File: src/design/tape_status_pkg.sv
package tape_status_pkg;

    localparam int DATA_W = 16;
    localparam int ADDR_W = 3;

    // Byte offsets from the controller base address
    localparam logic [ADDR_W-1:0] CMD_PTR_OFFSET = 3'h0;
    localparam logic [ADDR_W-1:0] STATUS_OFFSET  = 3'h2;

    // Status word field positions
    localparam int SC_BIT  = 15;
    localparam int UPE_BIT = 14;
    localparam int SPE_BIT = 13;
    localparam int RMR_BIT = 12;
    localparam int NXM_BIT = 11;
    localparam int NBA_BIT = 10;
    localparam int RDY_BIT = 7;
    localparam int OFL_BIT = 6;
    localparam int FC_LSB  = 4;
    localparam int TC_LSB  = 1;

    localparam logic [DATA_W-1:0] STATUS_RESET = 16'h0400;
    localparam logic [8:0]        PANEL_CAPSTAN = 9'h0df;
    localparam logic [8:0]        PANEL_NONE    = 9'h000;

    typedef enum logic [2:0] {
        TC_NORMAL    = 3'h0,
        TC_ATTENTION = 3'h1,
        TC_ALERT     = 3'h2,
        TC_REJECT    = 3'h3,
        TC_RECOV_MOV = 3'h4,
        TC_RECOV_NOM = 3'h5,
        TC_POS_LOST  = 3'h6,
        TC_FATAL     = 3'h7
    } term_class_t;

    typedef enum logic [1:0] {
        FC_DIAG  = 2'h0,
        FC_IOSEQ = 2'h1,
        FC_CTRL  = 2'h2,
        FC_POWER = 2'h3
    } fatal_class_t;

    typedef struct packed {
        logic              wr;
        logic              rd;
        logic [ADDR_W-1:0] addr;
        logic [DATA_W-1:0] wdata;
    } bus_req_t;

    // End-of-command status posted by the transport
    typedef struct packed {
        logic         valid;
        logic         special;
        term_class_t  term;
        fatal_class_t fatal;
        logic         offline;
        logic         msg_written;
    } xport_report_t;

    // Asynchronous-to-command transport controls and levels
    typedef struct packed {
        logic sc_set;
        logic sc_clr;
        logic ready_set;
        logic ready_clr;
        logic set_char_ok;
        logic drive_init;
        logic online;
        logic at_bot;
    } xport_event_t;

    // Controller-detected error pulses
    typedef struct packed {
        logic host_bus_parity_err;
        logic serial_link_parity_err;
        logic missing_memory_err;
        logic diag_fail;
        logic ucode_parity_err;
        logic silo_parity_err;
        logic ioseq_parity_err;
    } ctrl_err_t;

endpackage

File: src/design/load_sequencer.sv
`timescale 1ns/1ps
module load_sequencer (
    input  wire logic clk_i,
    input  wire logic reset_n_i,
    input  wire logic init_i,
    input  wire logic online_i,
    input  wire logic at_bot_i,
    output logic      busy_o,
    output logic      xport_reset_o,
    output logic      rewind_o,
    output logic      done_o
);
    typedef enum logic [2:0] {
        LD_IDLE   = 3'b001,
        LD_RESET  = 3'b010,
        LD_REWIND = 3'b100
    } load_state_t;

    load_state_t state_reg;
    load_state_t state_next;

    always_comb begin
        state_next = state_reg;
        case (state_reg)
            LD_IDLE:   state_next = LD_IDLE;
            LD_RESET:  state_next = online_i ? LD_REWIND : LD_IDLE;
            LD_REWIND: state_next = at_bot_i ? LD_IDLE : LD_REWIND;
            default:   state_next = LD_IDLE;
        endcase
        if (init_i) begin
            state_next = LD_RESET;
        end
    end

    always_ff @(posedge clk_i or negedge reset_n_i) begin
        if (!reset_n_i) begin
            state_reg     <= LD_RESET;
            busy_o        <= 1'b1;
            xport_reset_o <= 1'b0;
            rewind_o      <= 1'b0;
            done_o        <= 1'b0;
        end else begin
            state_reg     <= state_next;
            busy_o        <= (state_next != LD_IDLE);
            xport_reset_o <= (state_next == LD_RESET);
            rewind_o      <= (state_next == LD_REWIND);
            done_o        <= (state_reg != LD_IDLE) && !init_i &&
                             (state_next == LD_IDLE);
        end
    end
endmodule

File: src/design/fatal_latch.sv
`timescale 1ns/1ps
module fatal_latch
    import tape_status_pkg::*;
(
    input  wire logic         clk_i,
    input  wire logic         reset_n_i,
    input  wire logic         subsys_init_i,
    input  wire logic         drive_init_i,
    input  wire logic         power_fail_i,
    input  wire logic         diag_i,
    input  wire logic         ctrl_i,
    input  wire logic         ioseq_i,
    output logic              active_o,
    output fatal_class_t      class_o
);
    always_ff @(posedge clk_i or negedge reset_n_i) begin
        if (!reset_n_i) begin
            active_o <= 1'b0;
            class_o  <= FC_DIAG;
        end else if (power_fail_i) begin
            active_o <= 1'b1;
            class_o  <= FC_POWER;
        end else if (diag_i) begin
            active_o <= 1'b1;
            class_o  <= FC_DIAG;
        end else if (ctrl_i) begin
            active_o <= 1'b1;
            class_o  <= FC_CTRL;
        end else if (ioseq_i) begin
            active_o <= 1'b1;
            class_o  <= FC_IOSEQ;
        end else if (subsys_init_i) begin
            active_o <= 1'b0;
        end else if (drive_init_i && class_o != FC_POWER) begin
            active_o <= 1'b0;
        end
    end
endmodule

File: src/design/tape_subsystem_status_register.sv
`timescale 1ns/1ps
module tape_subsystem_status_register
    import tape_status_pkg::*;
(
    input  wire logic                       CLK_I,
    input  wire logic                       RESET_N_I,
    input  tape_status_pkg::bus_req_t       BUS_REQ_I,
    input  wire logic                       SUBSYS_PWRUP_I,
    input  wire logic                       POWER_FAIL_I,
    input  tape_status_pkg::xport_report_t  XPORT_REPORT_I,
    input  tape_status_pkg::xport_event_t   XPORT_EVENT_I,
    input  tape_status_pkg::ctrl_err_t      CTRL_ERR_I,
    output logic [15:0]                     RDATA_O,
    output logic [15:0]                     CMD_PTR_O,
    output logic                            CMD_START_O,
    output logic                            CMD_REJECT_O,
    output logic                            XPORT_RESET_O,
    output logic                            REWIND_REQ_O,
    output logic                            LOAD_BUSY_O,
    output logic [8:0]                      PANEL_CODE_O
);
    import tape_status_pkg::*;

    ////////////////////////////////////////////////////////////////////////
    // Bus decode

    logic         status_wr;
    logic         cmd_wr;
    logic         subsys_init;
    logic         load_busy;
    logic         load_done;
    logic         xport_reset;
    logic         rewind;
    logic         fatal_active;
    fatal_class_t fatal_class;
    logic         fatal_ctrl_evt;
    logic         report_ok;
    logic         cmd_refused;
    logic         cmd_blocked;
    logic         cmd_taken;

    assign status_wr   = BUS_REQ_I.wr && (BUS_REQ_I.addr == STATUS_OFFSET);
    assign cmd_wr      = BUS_REQ_I.wr && (BUS_REQ_I.addr == CMD_PTR_OFFSET);
    assign subsys_init = status_wr || SUBSYS_PWRUP_I;

    ////////////////////////////////////////////////////////////////////////
    // Status bits

    logic         sc_reg;
    logic         upe_reg;
    logic         spe_reg;
    logic         rmr_reg;
    logic         nxm_reg;
    logic         nba_reg;
    logic         ready_reg;
    logic         offline_reg;
    logic [1:0]   fc_reg;
    logic [2:0]   tc_reg;
    logic [15:0]  status_word;

    ////////////////////////////////////////////////////////////////////////
    // Load sequence after initialize

    load_sequencer u_load (
        .clk_i         (CLK_I),
        .reset_n_i     (RESET_N_I),
        .init_i        (subsys_init),
        .online_i      (XPORT_EVENT_I.online),
        .at_bot_i      (XPORT_EVENT_I.at_bot),
        .busy_o        (load_busy),
        .xport_reset_o (xport_reset),
        .rewind_o      (rewind),
        .done_o        (load_done)
    );

    ////////////////////////////////////////////////////////////////////////
    // Fatal class latch

    assign fatal_ctrl_evt = CTRL_ERR_I.ucode_parity_err ||
                            CTRL_ERR_I.silo_parity_err ||
                            CTRL_ERR_I.serial_link_parity_err;

    fatal_latch u_fatal (
        .clk_i         (CLK_I),
        .reset_n_i     (RESET_N_I),
        .subsys_init_i (subsys_init),
        .drive_init_i  (XPORT_EVENT_I.drive_init),
        .power_fail_i  (POWER_FAIL_I),
        .diag_i        (CTRL_ERR_I.diag_fail),
        .ctrl_i        (fatal_ctrl_evt),
        .ioseq_i       (CTRL_ERR_I.ioseq_parity_err),
        .active_o      (fatal_active),
        .class_o       (fatal_class)
    );

    ////////////////////////////////////////////////////////////////////////
    // Command pointer acceptance

    // Transport status is taken only once the load sequence has ended
    assign report_ok   = XPORT_REPORT_I.valid && !load_busy;
    assign cmd_refused = cmd_wr && !ready_reg;
    assign cmd_blocked = cmd_wr && ready_reg && fatal_active &&
                         (fatal_class == FC_DIAG);
    assign cmd_taken   = cmd_wr && ready_reg && !cmd_blocked;

    always_ff @(posedge CLK_I or negedge RESET_N_I) begin
        if (!RESET_N_I) begin
            CMD_PTR_O    <= 16'h0000;
            CMD_START_O  <= 1'b0;
            CMD_REJECT_O <= 1'b0;
        end else begin
            CMD_START_O  <= cmd_taken && !subsys_init;
            CMD_REJECT_O <= cmd_blocked && !subsys_init;
            if (cmd_taken) begin
                CMD_PTR_O <= BUS_REQ_I.wdata;
            end
        end
    end

    ////////////////////////////////////////////////////////////////////////
    // Controller-owned error bits, cleared only by initialize

    always_ff @(posedge CLK_I or negedge RESET_N_I) begin
        if (!RESET_N_I) begin
            upe_reg <= 1'b0;
            spe_reg <= 1'b0;
            nxm_reg <= 1'b0;
            rmr_reg <= 1'b0;
        end else if (subsys_init) begin
            upe_reg <= 1'b0;
            spe_reg <= 1'b0;
            nxm_reg <= 1'b0;
            rmr_reg <= 1'b0;
        end else begin
            if (CTRL_ERR_I.host_bus_parity_err) begin
                upe_reg <= 1'b1;
            end
            if (CTRL_ERR_I.serial_link_parity_err) begin
                spe_reg <= 1'b1;
            end
            if (CTRL_ERR_I.missing_memory_err) begin
                nxm_reg <= 1'b1;
            end
            if (cmd_refused) begin
                rmr_reg <= 1'b1;
            end
        end
    end

    ////////////////////////////////////////////////////////////////////////
    // Ready flag

    always_ff @(posedge CLK_I or negedge RESET_N_I) begin
        if (!RESET_N_I) begin
            ready_reg <= 1'b0;
        end else if (subsys_init) begin
            ready_reg <= 1'b0;
        end else if (XPORT_EVENT_I.ready_set || load_done) begin
            ready_reg <= 1'b1;
        end else if (XPORT_EVENT_I.ready_clr || cmd_taken) begin
            ready_reg <= 1'b0;
        end
    end

    ////////////////////////////////////////////////////////////////////////
    // Special condition

    always_ff @(posedge CLK_I or negedge RESET_N_I) begin
        if (!RESET_N_I) begin
            sc_reg <= 1'b0;
        end else if (XPORT_EVENT_I.sc_set || cmd_refused ||
                     CTRL_ERR_I.host_bus_parity_err ||
                     CTRL_ERR_I.missing_memory_err) begin
            sc_reg <= 1'b1;
        end else if (fatal_active) begin
            sc_reg <= 1'b1;
        end else if (report_ok) begin
            sc_reg <= XPORT_REPORT_I.special;
        end else if (XPORT_EVENT_I.sc_clr) begin
            sc_reg <= 1'b0;
        end
    end

    ////////////////////////////////////////////////////////////////////////
    // Class codes; refused modification leaves them untouched

    always_ff @(posedge CLK_I or negedge RESET_N_I) begin
        if (!RESET_N_I) begin
            tc_reg <= TC_NORMAL;
            fc_reg <= FC_DIAG;
        end else if (fatal_active) begin
            tc_reg <= TC_FATAL;
            fc_reg <= fatal_class;
        end else if (report_ok) begin
            tc_reg <= XPORT_REPORT_I.term;
            fc_reg <= XPORT_REPORT_I.fatal;
        end
    end

    ////////////////////////////////////////////////////////////////////////
    // Transport-owned bits

    always_ff @(posedge CLK_I or negedge RESET_N_I) begin
        if (!RESET_N_I) begin
            offline_reg <= 1'b0;
        end else if (report_ok) begin
            offline_reg <= XPORT_REPORT_I.offline;
        end
    end

    always_ff @(posedge CLK_I or negedge RESET_N_I) begin
        if (!RESET_N_I) begin
            nba_reg <= STATUS_RESET[NBA_BIT];
        end else if (subsys_init || fatal_ctrl_evt ||
                     CTRL_ERR_I.diag_fail || POWER_FAIL_I ||
                     CTRL_ERR_I.ioseq_parity_err) begin
            nba_reg <= 1'b1;
        end else if (report_ok && XPORT_REPORT_I.term == TC_FATAL) begin
            nba_reg <= !XPORT_REPORT_I.msg_written;
        end else if (XPORT_EVENT_I.set_char_ok) begin
            nba_reg <= 1'b0;
        end
    end

    ////////////////////////////////////////////////////////////////////////
    // Read data and side outputs

    always_comb begin
        status_word                   = 16'h0000;
        status_word[SC_BIT]           = sc_reg;
        status_word[UPE_BIT]          = upe_reg;
        status_word[SPE_BIT]          = spe_reg;
        status_word[RMR_BIT]          = rmr_reg;
        status_word[NXM_BIT]          = nxm_reg;
        status_word[NBA_BIT]          = nba_reg;
        status_word[RDY_BIT]          = ready_reg;
        status_word[OFL_BIT]          = offline_reg;
        status_word[FC_LSB +: 2]      = fc_reg;
        status_word[TC_LSB +: 3]      = tc_reg;
        status_word[0]                = 1'b0;
    end

    always_ff @(posedge CLK_I or negedge RESET_N_I) begin
        if (!RESET_N_I) begin
            RDATA_O <= 16'h0000;
        end else if (BUS_REQ_I.rd && BUS_REQ_I.addr == STATUS_OFFSET) begin
            RDATA_O <= status_word;
        end else if (BUS_REQ_I.rd) begin
            RDATA_O <= 16'h0000;
        end
    end

    always_ff @(posedge CLK_I or negedge RESET_N_I) begin
        if (!RESET_N_I) begin
            XPORT_RESET_O <= 1'b0;
            REWIND_REQ_O  <= 1'b0;
            LOAD_BUSY_O   <= 1'b1;
            PANEL_CODE_O  <= PANEL_NONE;
        end else begin
            XPORT_RESET_O <= xport_reset;
            REWIND_REQ_O  <= rewind;
            LOAD_BUSY_O   <= load_busy;
            PANEL_CODE_O  <= (fatal_active && fatal_class == FC_DIAG) ?
                             PANEL_CAPSTAN : PANEL_NONE;
        end
    end

endmodule

File: config.mk
export PLATFORM = sky130hd
export DESIGN_NAME = tape_subsystem_status_register
export DESIGN_NICKNAME = d
export VERILOG_FILES = /design/src/design/tape_status_pkg.sv /design/src/design/load_sequencer.sv /design/src/design/fatal_latch.sv /design/src/design/tape_subsystem_status_register.sv
export SDC_FILE = /design/constraint.sdc
export NUM_CORES = 1
export LEC_CHECK = 0
export BUFFER_PORTS_ARGS = -buffer_cell sky130_fd_sc_hd__buf_2
export CORE_MARGIN = 4
export CORE_UTILIZATION = 39
export CTS_BUF_LIST = sky130_fd_sc_hd__clkbuf_4 sky130_fd_sc_hd__clkbuf_8
export DETAILED_ROUTE_END_ITERATION = 12
export PLACE_DENSITY = 0.66
export SLEW_MARGIN = 25
export SYNTH_ARGS = -nofsm -noshare
export SYNTH_HDL_FRONTEND = slang
export SYNTH_HIERARCHICAL = 1
export SYNTH_SLANG_ARGS = --single-unit
File: constraint.sdc
create_clock -name CLK_I -period 3.75 [get_ports CLK_I]
set_input_delay 1.125 -clock CLK_I [delete_from_list [all_inputs] [get_ports CLK_I]]
set_output_delay 1.125 -clock CLK_I [all_outputs]
set_load 0.01 [all_outputs]
# --- Yosys cells after proc, flatten, opt, wreduce, memory -nomap -nowiden ---
# Index checks and enable logic that the tools add are counted.
op_classes:
  n_reduce_logical: 46
  mux: 39
  n_eq_ne: 10
ops:
  columns: ["op", "n"]
  rows:
  - ["$mux 16", 2]
  - ["$mux 1", 24]
  - ["$logic_and 1x1->1", 16]
  - ["$mux 3", 5]
  - ["$logic_or 1x1->1", 12]
  - ["$mux 2", 6]
  - ["$reduce_bool 2->1", 6]
  - ["$eq 3x2->1 const B", 3]
  - ["$eq 3x3->1 const B", 3]
  - ["$mux 8", 1]
  - ["$reduce_bool 4->1", 2]
  - ["$ne 3x1->1 const B", 2]
  - ["$pmux 3 s2", 1]
  - ["$reduce_bool 3->1", 2]
  - ["$reduce_bool 6->1", 1]
  - ["$logic_not 1->1", 5]
  - ["$eq 3x1->1 const B", 1]
  - ["$logic_not 3->1", 1]
  - ["$logic_not 2->1", 1]
  - ["$ne 2x2->1 const B", 1]
totals:
  inputBits: 49
  elab_cells: 120
  out_inout_bits: 46
  regBits: 68

# --- Longest topological paths before layout ---
# Gate-level depths: netlist of run 1.
logic_depth:
  word_depth: 11
  depth_mapped: 5
  ltp_nobuf: 5

# --- Modules after synthesis ---
# Netlist of run 1, hierarchy kept.
modules_own_cells:
  columns: ["module", "seq_area_each_um2", "n_inst", "cells_each", "area_per_inst_um2"]
  rows:
  - ["tape_subsystem_status_register", 1203.7, 1, 167, 2052.0]
  - ["load_sequencer", 177.7, 1, 17, 246.5]
  - ["fatal_latch", 75.1, 1, 13, 128.9]

# --- Least setup slack after synthesis of run 1 ---
# OpenSTA, ideal clock, no wires.
synth_timing:
  kind: "input to register"
  start: "input BUS_REQ_I[18] in the netlist's numbering"
  end: "register CMD_PTR_O[10]"
  required_ps: 3625
  path_stages: 4
  setup_slack_ps: 1565
  arrival_ps: 2060
  setup_time_ps: 125
  path_buffers: 1
  cell_sequence: "nor4b_4 > nand3_4 > buf_12 > mux2_4"
synth_between:
  elab_chain_len: 7
synth_rtl:
  columns: ["element", "line_no", "source"]
  rows:
  - ["from (decl)", "tape_subsystem_status_register.sv:7", "input tape_status_pkg::bus_req_t BUS_REQ_I,"]
  - ["$logic_not 3->1 (*)", "tape_subsystem_status_register.sv:43", "assign cmd_wr = BUS_REQ_I.wr && (BUS_REQ_I.addr == CMD_PTR_OFFSET);"]
  - ["$logic_and 1x1->1 (*)", "tape_subsystem_status_register.sv:43", null]
  - ["$logic_and 1x1->1 (*)", "tape_subsystem_status_register.sv:102, tape_subsystem_status_register.sv:104", null]
  - ["$logic_and 1x1->1 (2 in a row)", "tape_subsystem_status_register.sv:102", "assign cmd_blocked = cmd_wr && ready_reg && fatal_active &&"]
  - ["$logic_not 1->1", "tape_subsystem_status_register.sv:104", "assign cmd_taken = cmd_wr && ready_reg && !cmd_blocked;"]
  - ["$logic_and 1x1->1 (*)", "tape_subsystem_status_register.sv:104", null]
  - ["to (signal assigned)", "tape_subsystem_status_register.sv:115", "CMD_PTR_O <= BUS_REQ_I.wdata;"]
  - ["to (decl)", "tape_subsystem_status_register.sv:14", "output logic [15:0] CMD_PTR_O,"]
# Mark *: on every way between the ends. The rest lies on a longest branch, timed or not.
# A chain may end at the register's enable or synchronous reset.

# --- Final worst setup path of run 1 ---
layout_timing:
  start: "input BUS_REQ_I[18] in the netlist's numbering"
  end: "register CMD_PTR_O[5]"
# Same word-level chain as after synthesis.

==> reports/qor.txt, run 1 <==
Status: completed
Startpoint type of the worst setup path: primary input
Antenna Nets Post-Route: 0
Final Hold Fails: 0
Max Cap Violations: 0
Filler Cell Count: 557
GRT Residual Overflow: 0
Top flop regs: CMD_PTR_O: 16 flops, RDATA_O: 13 flops
Vias per cell: 4.638
Die Area: 7550 sq um
Core area: 5991 sq um
DRT Pass-1 Iters: 4
Io pins: 95
Endpoint class of the critical path: flip-flop
Final Skew: 0.007602 ns
Final net count: 336
Clock-pin transition on the worst setup and hold timing paths: 0.06 ns
Unrepaired setup endpoints after global routing: false
CTS buffer count: 9
Max Fclk: 477.9 MHz
Via Count: 1702
Fin crit period: 2.093 ns
Antenna Cells: 0
Tcrit/Tclk final: 0.5580
Worst Path Required: 3.96 ns
Util after Layout: 0.5086
Clock sink total: 58
Layout area overhead: 25.52%
First-pass GRT wire length: 8266 microns
Worst Path Max Fanout: 16
Yosys cell types: 42
Initial antenna violation count: 0
H-tree depth: 3
CTS tree: yes
P_leak: 0.001559 uW
FF+latch count, synth: 58
Critical Path AT: 2.31 ns
HPWL after detailed placement: 3955 microns
Critical path class: in2reg
Post-CTS Setup Repair Bufs: 0
Layout cells sized above 1: 0.4829
Mapped Avg Cell Area: 12.32 sq um
# setup viols final: 0
DRC viols: 0
Top reg by flops: CMD_PTR_O
Max FFs per register: 16
Rel. slew slack: 0.6462
Mapped Cells: 197
Port buffer count: 89
Post-CTS Hold Buffers: 0
Slew at the pin with the worst max-slew slack: 0.5307 ns
DP Cell Count: 351
Synth warn: 6
Synth Cell Area: 2427 sq um
HP Class: reg2reg
Max clock buf depth: 2
Wirelength, routed: 5286 microns
P per Cell Area: 472.0 nW/um^2
Number of global-route vias before repair: 1787
Maximum vdd drop: 0.1910 mV
Final setup TNS: 0 ns
Hold_sp: u_load/xport_reset_o
Max Transition Viols Final: 0
Clk_lat worst skew: 0.34 ns
Cell Rows: 28
Total GRT Usage: 0.1470
Largest net degree at the start of global routing: 44
Avg WL per Cell: 14.40 microns
Height of the die: 86.89 microns
Initial Util: 0.4052
Post-synthesis sequential area ratio: 0.6000
Post-CTS sizing: 0
Worst setup path start: BUS_REQ_I[18]
DR iter-0 viols: 38
Root Driver: clkbuf_8
Pwr Total: 1438 uW
Worst reg2reg startpoint: u_fatal/active_o
Gpl congestion: 0.7776
Finished Layout Cells: 367
Die width: 86.89 microns
## per-stage QoR
| step | setup WS [ns] | hold slack [ns] | cell area [sq um] |
|---|---|---|---|
| final | 1.657 | 0.3455 | 3047 |
| after global routing | 1.565 | 0.3628 | 3047 |
| after CTS | 1.638 | 0.3480 | 3044 |
| after detailed placement | 1.310 | 0.3402 | 2874 |
| after global placement | 1.367 | 0.3331 | 2874 |
| after floorplan | 1.565 | 0.3312 | 2442 |
## path summary, 6_finish.rpt
path | slack, ns | end | depth (start not counted)
hold reg to reg | 0.35 | XPORT_RESET_O | 0
hold / removal | 0.35 | XPORT_RESET_O | 0
setup reg to reg | 2.00 | CMD_PTR_O[0] | 3
min in group asynchronous | 0.77 | RDATA_O[1] | 1
setup / recovery | 1.66 | CMD_PTR_O[5] | 4
max in group asynchronous | 2.44 | RDATA_O[6] | 2
## cell usage in the layout (no fill, tap or decap), types with 2 or more instances in the layout
cell type | netlist | layout
clkbuf_8 | 0 | 10
and2b_2 | 2 | 2
inv_1 | 17 | 17
buf_4 | 11 | 4
a21oi_1 | 3 | 3
o21ai_0 | 16 | 16
conb_1 | 1 | 5
nor3b_1 | 2 | 2
buf_2 | 1 | 88
nor2b_1 | 5 | 5
dfrtp_1 | 54 | 54
nand2_1 | 16 | 16
nor4_1 | 3 | 3
a211o_1 | 3 | 3
mux2_2 | 9 | 9
nor3_1 | 3 | 3
nand2b_1 | 2 | 2
mux2_4 | 10 | 10
nor2_1 | 10 | 10
dfstp_2 | 4 | 4
clkinv_2 | 0 | 5
## area by class of cell
| cell class | count | area (sq um) | share of cell area |
|---|---|---|---|
| Sequential cell | 58 | 1456 | 0.4780 |
| Timing Repair Buffer | 92 | 470.5 | 0.1544 |
| Clock buffer | 10 | 137.6 | 0.04517 |
| Inverter | 17 | 63.81 | 0.02094 |
| Clock inverter | 6 | 32.53 | 0.01068 |
| Multi-Input combinational cell | 109 | 792.0 | 0.2600 |
| Tap cell | 75 | 93.84 | 0.03080 |
## cells in the mapped netlist, drive strengths merged
library cell	n	area, sq um
nand4b	1	8.760
nor4b	1	23.77
nor3	3	15.01
and2b	2	17.52
or3b	3	28.78
nand3	1	17.52
nand3b	1	7.510
a21oi	4	23.77
nor3b	2	15.01
conb	1	3.750
nand2b	2	12.51
o2111ai	1	8.760
mux2	19	251.5
mux2i	1	10.01
buf	14	118.9
o21ai	17	85.08
clkbuf	3	11.26
o31ai	1	7.510
nor4	3	18.77
a41o	1	10.01
dfstp	4	105.1
or2	1	6.260
nand2	16	60.06
a21boi	1	7.510
and4bb	1	12.51
or4b	1	10.01
o21a	1	7.510
or3	1	6.260
inv	17	63.81
nor2b	5	31.28
dfrtp	54	1351
a211o	3	26.28
nand4	1	6.260
nor2	10	37.54
## power breakdown
part	internal, uW	leakage (uW)	switching [uW]
Sequential	691	0.000716	35.0
Combinational	119	0.000751	107
Clock	251	0.0000916	235
## critical path, cell delays in order
cell and delay, ns:
buf_2 0.13, nor4b_4 0.36, nand3_4 0.30, mux2_4 0.38
## cell families after synthesis
logic type	after synthesis	synth area share
other cells	1	0.001545
buf+inv	34	0.07989
flops	58	0.6000
compound gates	29	0.07268
mux	20	0.1077
simple gates	55	0.1382
## metal layers
metal | wire [microns] | up-vias | global-route usage
met5 | 0 | - | 0
met4 | 171 | 0 | 0.1020
met3 | 247 | 16 | 0.02933
met2 | 2702 | 49 | 0.2367
met1 | 2165 | 811 | 0.1759
li1 | - | 826 | -
(Power assumes the default switching activity.)
==> inputs of run 2 (changes only) <==
==> constraint.sdc (replaced) <==
create_clock -name CLK_I -period 2 [get_ports CLK_I]
set_input_delay 0.6 -clock CLK_I [delete_from_list [all_inputs] [get_ports CLK_I]]
set_output_delay 0.6 -clock CLK_I [all_outputs]
set_load 0.01 [all_outputs]
==> run 2 against run 1 <==
Compared with the run above:
- final area grew 2.8%
- worst hold slack lost 0.079 ns
- wire length grew 0.55%
- sequential share of layout area shrank 1.3 points
- utilization grew 1.4 points
- sequential power grew 87%
- critical endpoint is now CMD_PTR_O[12]
- largest power group unchanged
- highest routed layer unchanged
==> reports/qor.txt, run 2 (same netlist as run 1, synthesis figures left out) <==
Status: completed
Maximum vdd drop: 0.5143 mV (+170%)
Most common cell after layout, fill and taps aside: buf_2
Gpl congestion: 0.7819 (+0.55%)
Clk_lat worst skew: 0.32 ns (-0.02 ns)
Top flop regs: CMD_PTR_O: 16 flops, RDATA_O: 13 flops
First-pass GRT wire length: 8542 microns (+3.3%)
P_leak: 0.001599 uW (+2.6%)
Total GRT Usage: 0.1506 (+0.003579)
Worst reg2reg endpoint: CMD_PTR_O[12]
NetSw: 707.5 uW (+88%)
WL met3: 278 microns (+13%)
Final setup TNS: 0 ns (unchanged)
Tcrit/Tclk final: 0.8190
H-tree depth: 3 (unchanged)
Worst Path Max Fanout: 16 (unchanged)
P per Cell Area: 978.9 nW/um^2 (+110%)
Clock group share of total power: 0.416 (+0.078)
Post-CTS Setup Repair Bufs: 0 (unchanged)
Antenna Cells: 0 (unchanged)
Via Count: 1745 (+2.5%)
Die Area: 7550 sq um (unchanged)
Worst Path Required: 2.20 ns (-1.76 ns)
Cell Rows: 28 (unchanged)
CTS buffer count: 9 (unchanged)
Clock-pin transition on the worst setup and hold timing paths: 0.07 ns (about the same)
Number of global-route vias before repair: 1732 (-3.1%)
Largest net degree at the start of global routing: 59 (+34%)
Max Transition Viols Final: 0 (unchanged)
Post-CTS sizing: 0 (unchanged)
Max clock buf depth: 2 (unchanged)
Die width: 86.89 microns (unchanged)
HP Class: in2async
Clock sink total: 58 (unchanged)
Comb pwr share: 0.139 (-0.018)
Met2 wire len: 2877 microns (+6.5%)
DR iter-0 viols: 58 (+53%)
Vias per cell: 4.742 (+2.2%)
Fin crit period: 1.638 ns
Post-CTS Hold Buffers: 0 (unchanged)
Io pins: 95 (unchanged)
Worst setup path start: u_fatal/class_o[0]
Max Cap Violations: 0 (unchanged)
Layout area overhead: 28.97%
Worst Setup EP: CMD_PTR_O[12]
Max Fclk: 610.5 MHz
HPWL after detailed placement: 3959 microns (about the same)
Critical path class: reg2reg
Wirelength, routed: 5315 microns (+0.55%)
Top reg by flops: CMD_PTR_O
Top routing layer in use: met4
Final Hold Fails: 0 (unchanged)
Unrepaired setup endpoints after global routing: false
# setup viols final: 0 (unchanged)
Core area: 5991 sq um (unchanged)
DRC viols: 0 (unchanged)
WL met1: 2061 microns (-4.8%)
Sequential Power Share: 0.445 (-0.060)
Pint: 2357 uW (+120%)
Final Skew: 0.008489 ns (+0.0008871 ns)
Final net count: 337 (+0.30%)
Initial Util: 0.4052 (unchanged)
Sw frac: 0.2309 (-0.03128)
Port buffer count: 89 (unchanged)
Worst reg2reg startpoint: u_fatal/class_o[0]
Height of the die: 86.89 microns (unchanged)
Initial antenna violation count: 0 (unchanged)
Antenna Nets Post-Route: 0 (unchanged)
Avg WL per Cell: 14.44 microns (+0.28%)
Worst hold slack: 0.2663 ns (-0.07919 ns)
Layout cells sized above 1: 0.4846 (+0.001765)
DRT Pass-1 Iters: 4 (unchanged)
CTS tree: yes
Internal reg-to-reg setup slack: 0.36 ns (-1.64 ns)
Most frequent cells in the layout: buf_2, dfrtp_1, inv_1
R2R cell count: 3 (unchanged)
Critical Path AT: 1.84 ns (-0.47 ns)
Root Driver: clkbuf_8
Endpoint class of the critical path: flip-flop
Filler Cell Count: 561 (+0.72%)
Startpoint type of the worst setup path: flip-flop
GRT Residual Overflow: 0 (unchanged)
Max FFs per register: 16 (unchanged)
-- run 2: area by class of cell --
class | instances | area (sq um) | share of cell area
clock buffers | 10 | 131.4 | 0.04197
multi-input cells | 109 | 792.0 | 0.2530
inverters | 17 | 63.81 | 0.02038
clock inverters | 6 | 105.1 | 0.03357
flip-flops and latches | 58 | 1456 | 0.4652
well taps | 75 | 93.84 | 0.02998
repair buffers | 93 | 488.0 | 0.1559
-- run 2: power groups by stage --
stage / Combinational (uW) / Clock [uW] / Sequential [uW]
final: 426 / 1280 / 1360
after global routing: 469 / 1360 / 1380
after floorplan: 187 / 0 / 1420
after CTS: 436 / 1310 / 1370
after detailed placement: 436 / 0 / 1380
after global placement: 424 / 0 / 1380
-- run 2: routing by layer --
metal | vias to the layer above | global-route usage
met5 | - | 0
met4 | 0 | 0.05807
met1 | 846 | 0.1727
li1 | 832 | -
met2 | 58 | 0.2616
met3 | 9 | 0.04636
-- run 2: worst min path at each step --
stage / from / end / slack [ns] / cells past startpoint
after floorplan: RESET_N_I / CMD_PTR_O[0] / 0.30 / 0
after CTS: RESET_N_I / tc_reg[2] / 0.28 / 2
after global placement: u_load/xport_reset_o / XPORT_RESET_O / 0.33 / 0
after detailed placement: u_load/xport_reset_o / XPORT_RESET_O / 0.34 / 0
after global routing: RESET_N_I / tc_reg[2] / 0.29 / 2
final: RESET_N_I / RDATA_O[14] / 0.27 / 2
-- run 2: critical path: stages, from the launching register on --
cell and delay (ns):
dfrtp_1 0.42, or3b_4 0.45, nand3_4 0.27, mux2_2 0.38
-- run 2: stage by stage --
stage            util  cell area [sq um]  setup slack (ns)  std cells  power, uW
3_3_place_gp   0.4831               2894            0.1410        352       1806
5_1_grt        0.5226               3131            0.3111        368       3205
6_report       0.5226               3131            0.3621        368       3064
4_1_cts        0.5226               3131            0.3509        368       3111
3_5_place_dp   0.4831               2894           0.08523        352       1820
2_1_floorplan       -               2442            0.3403        201       1608
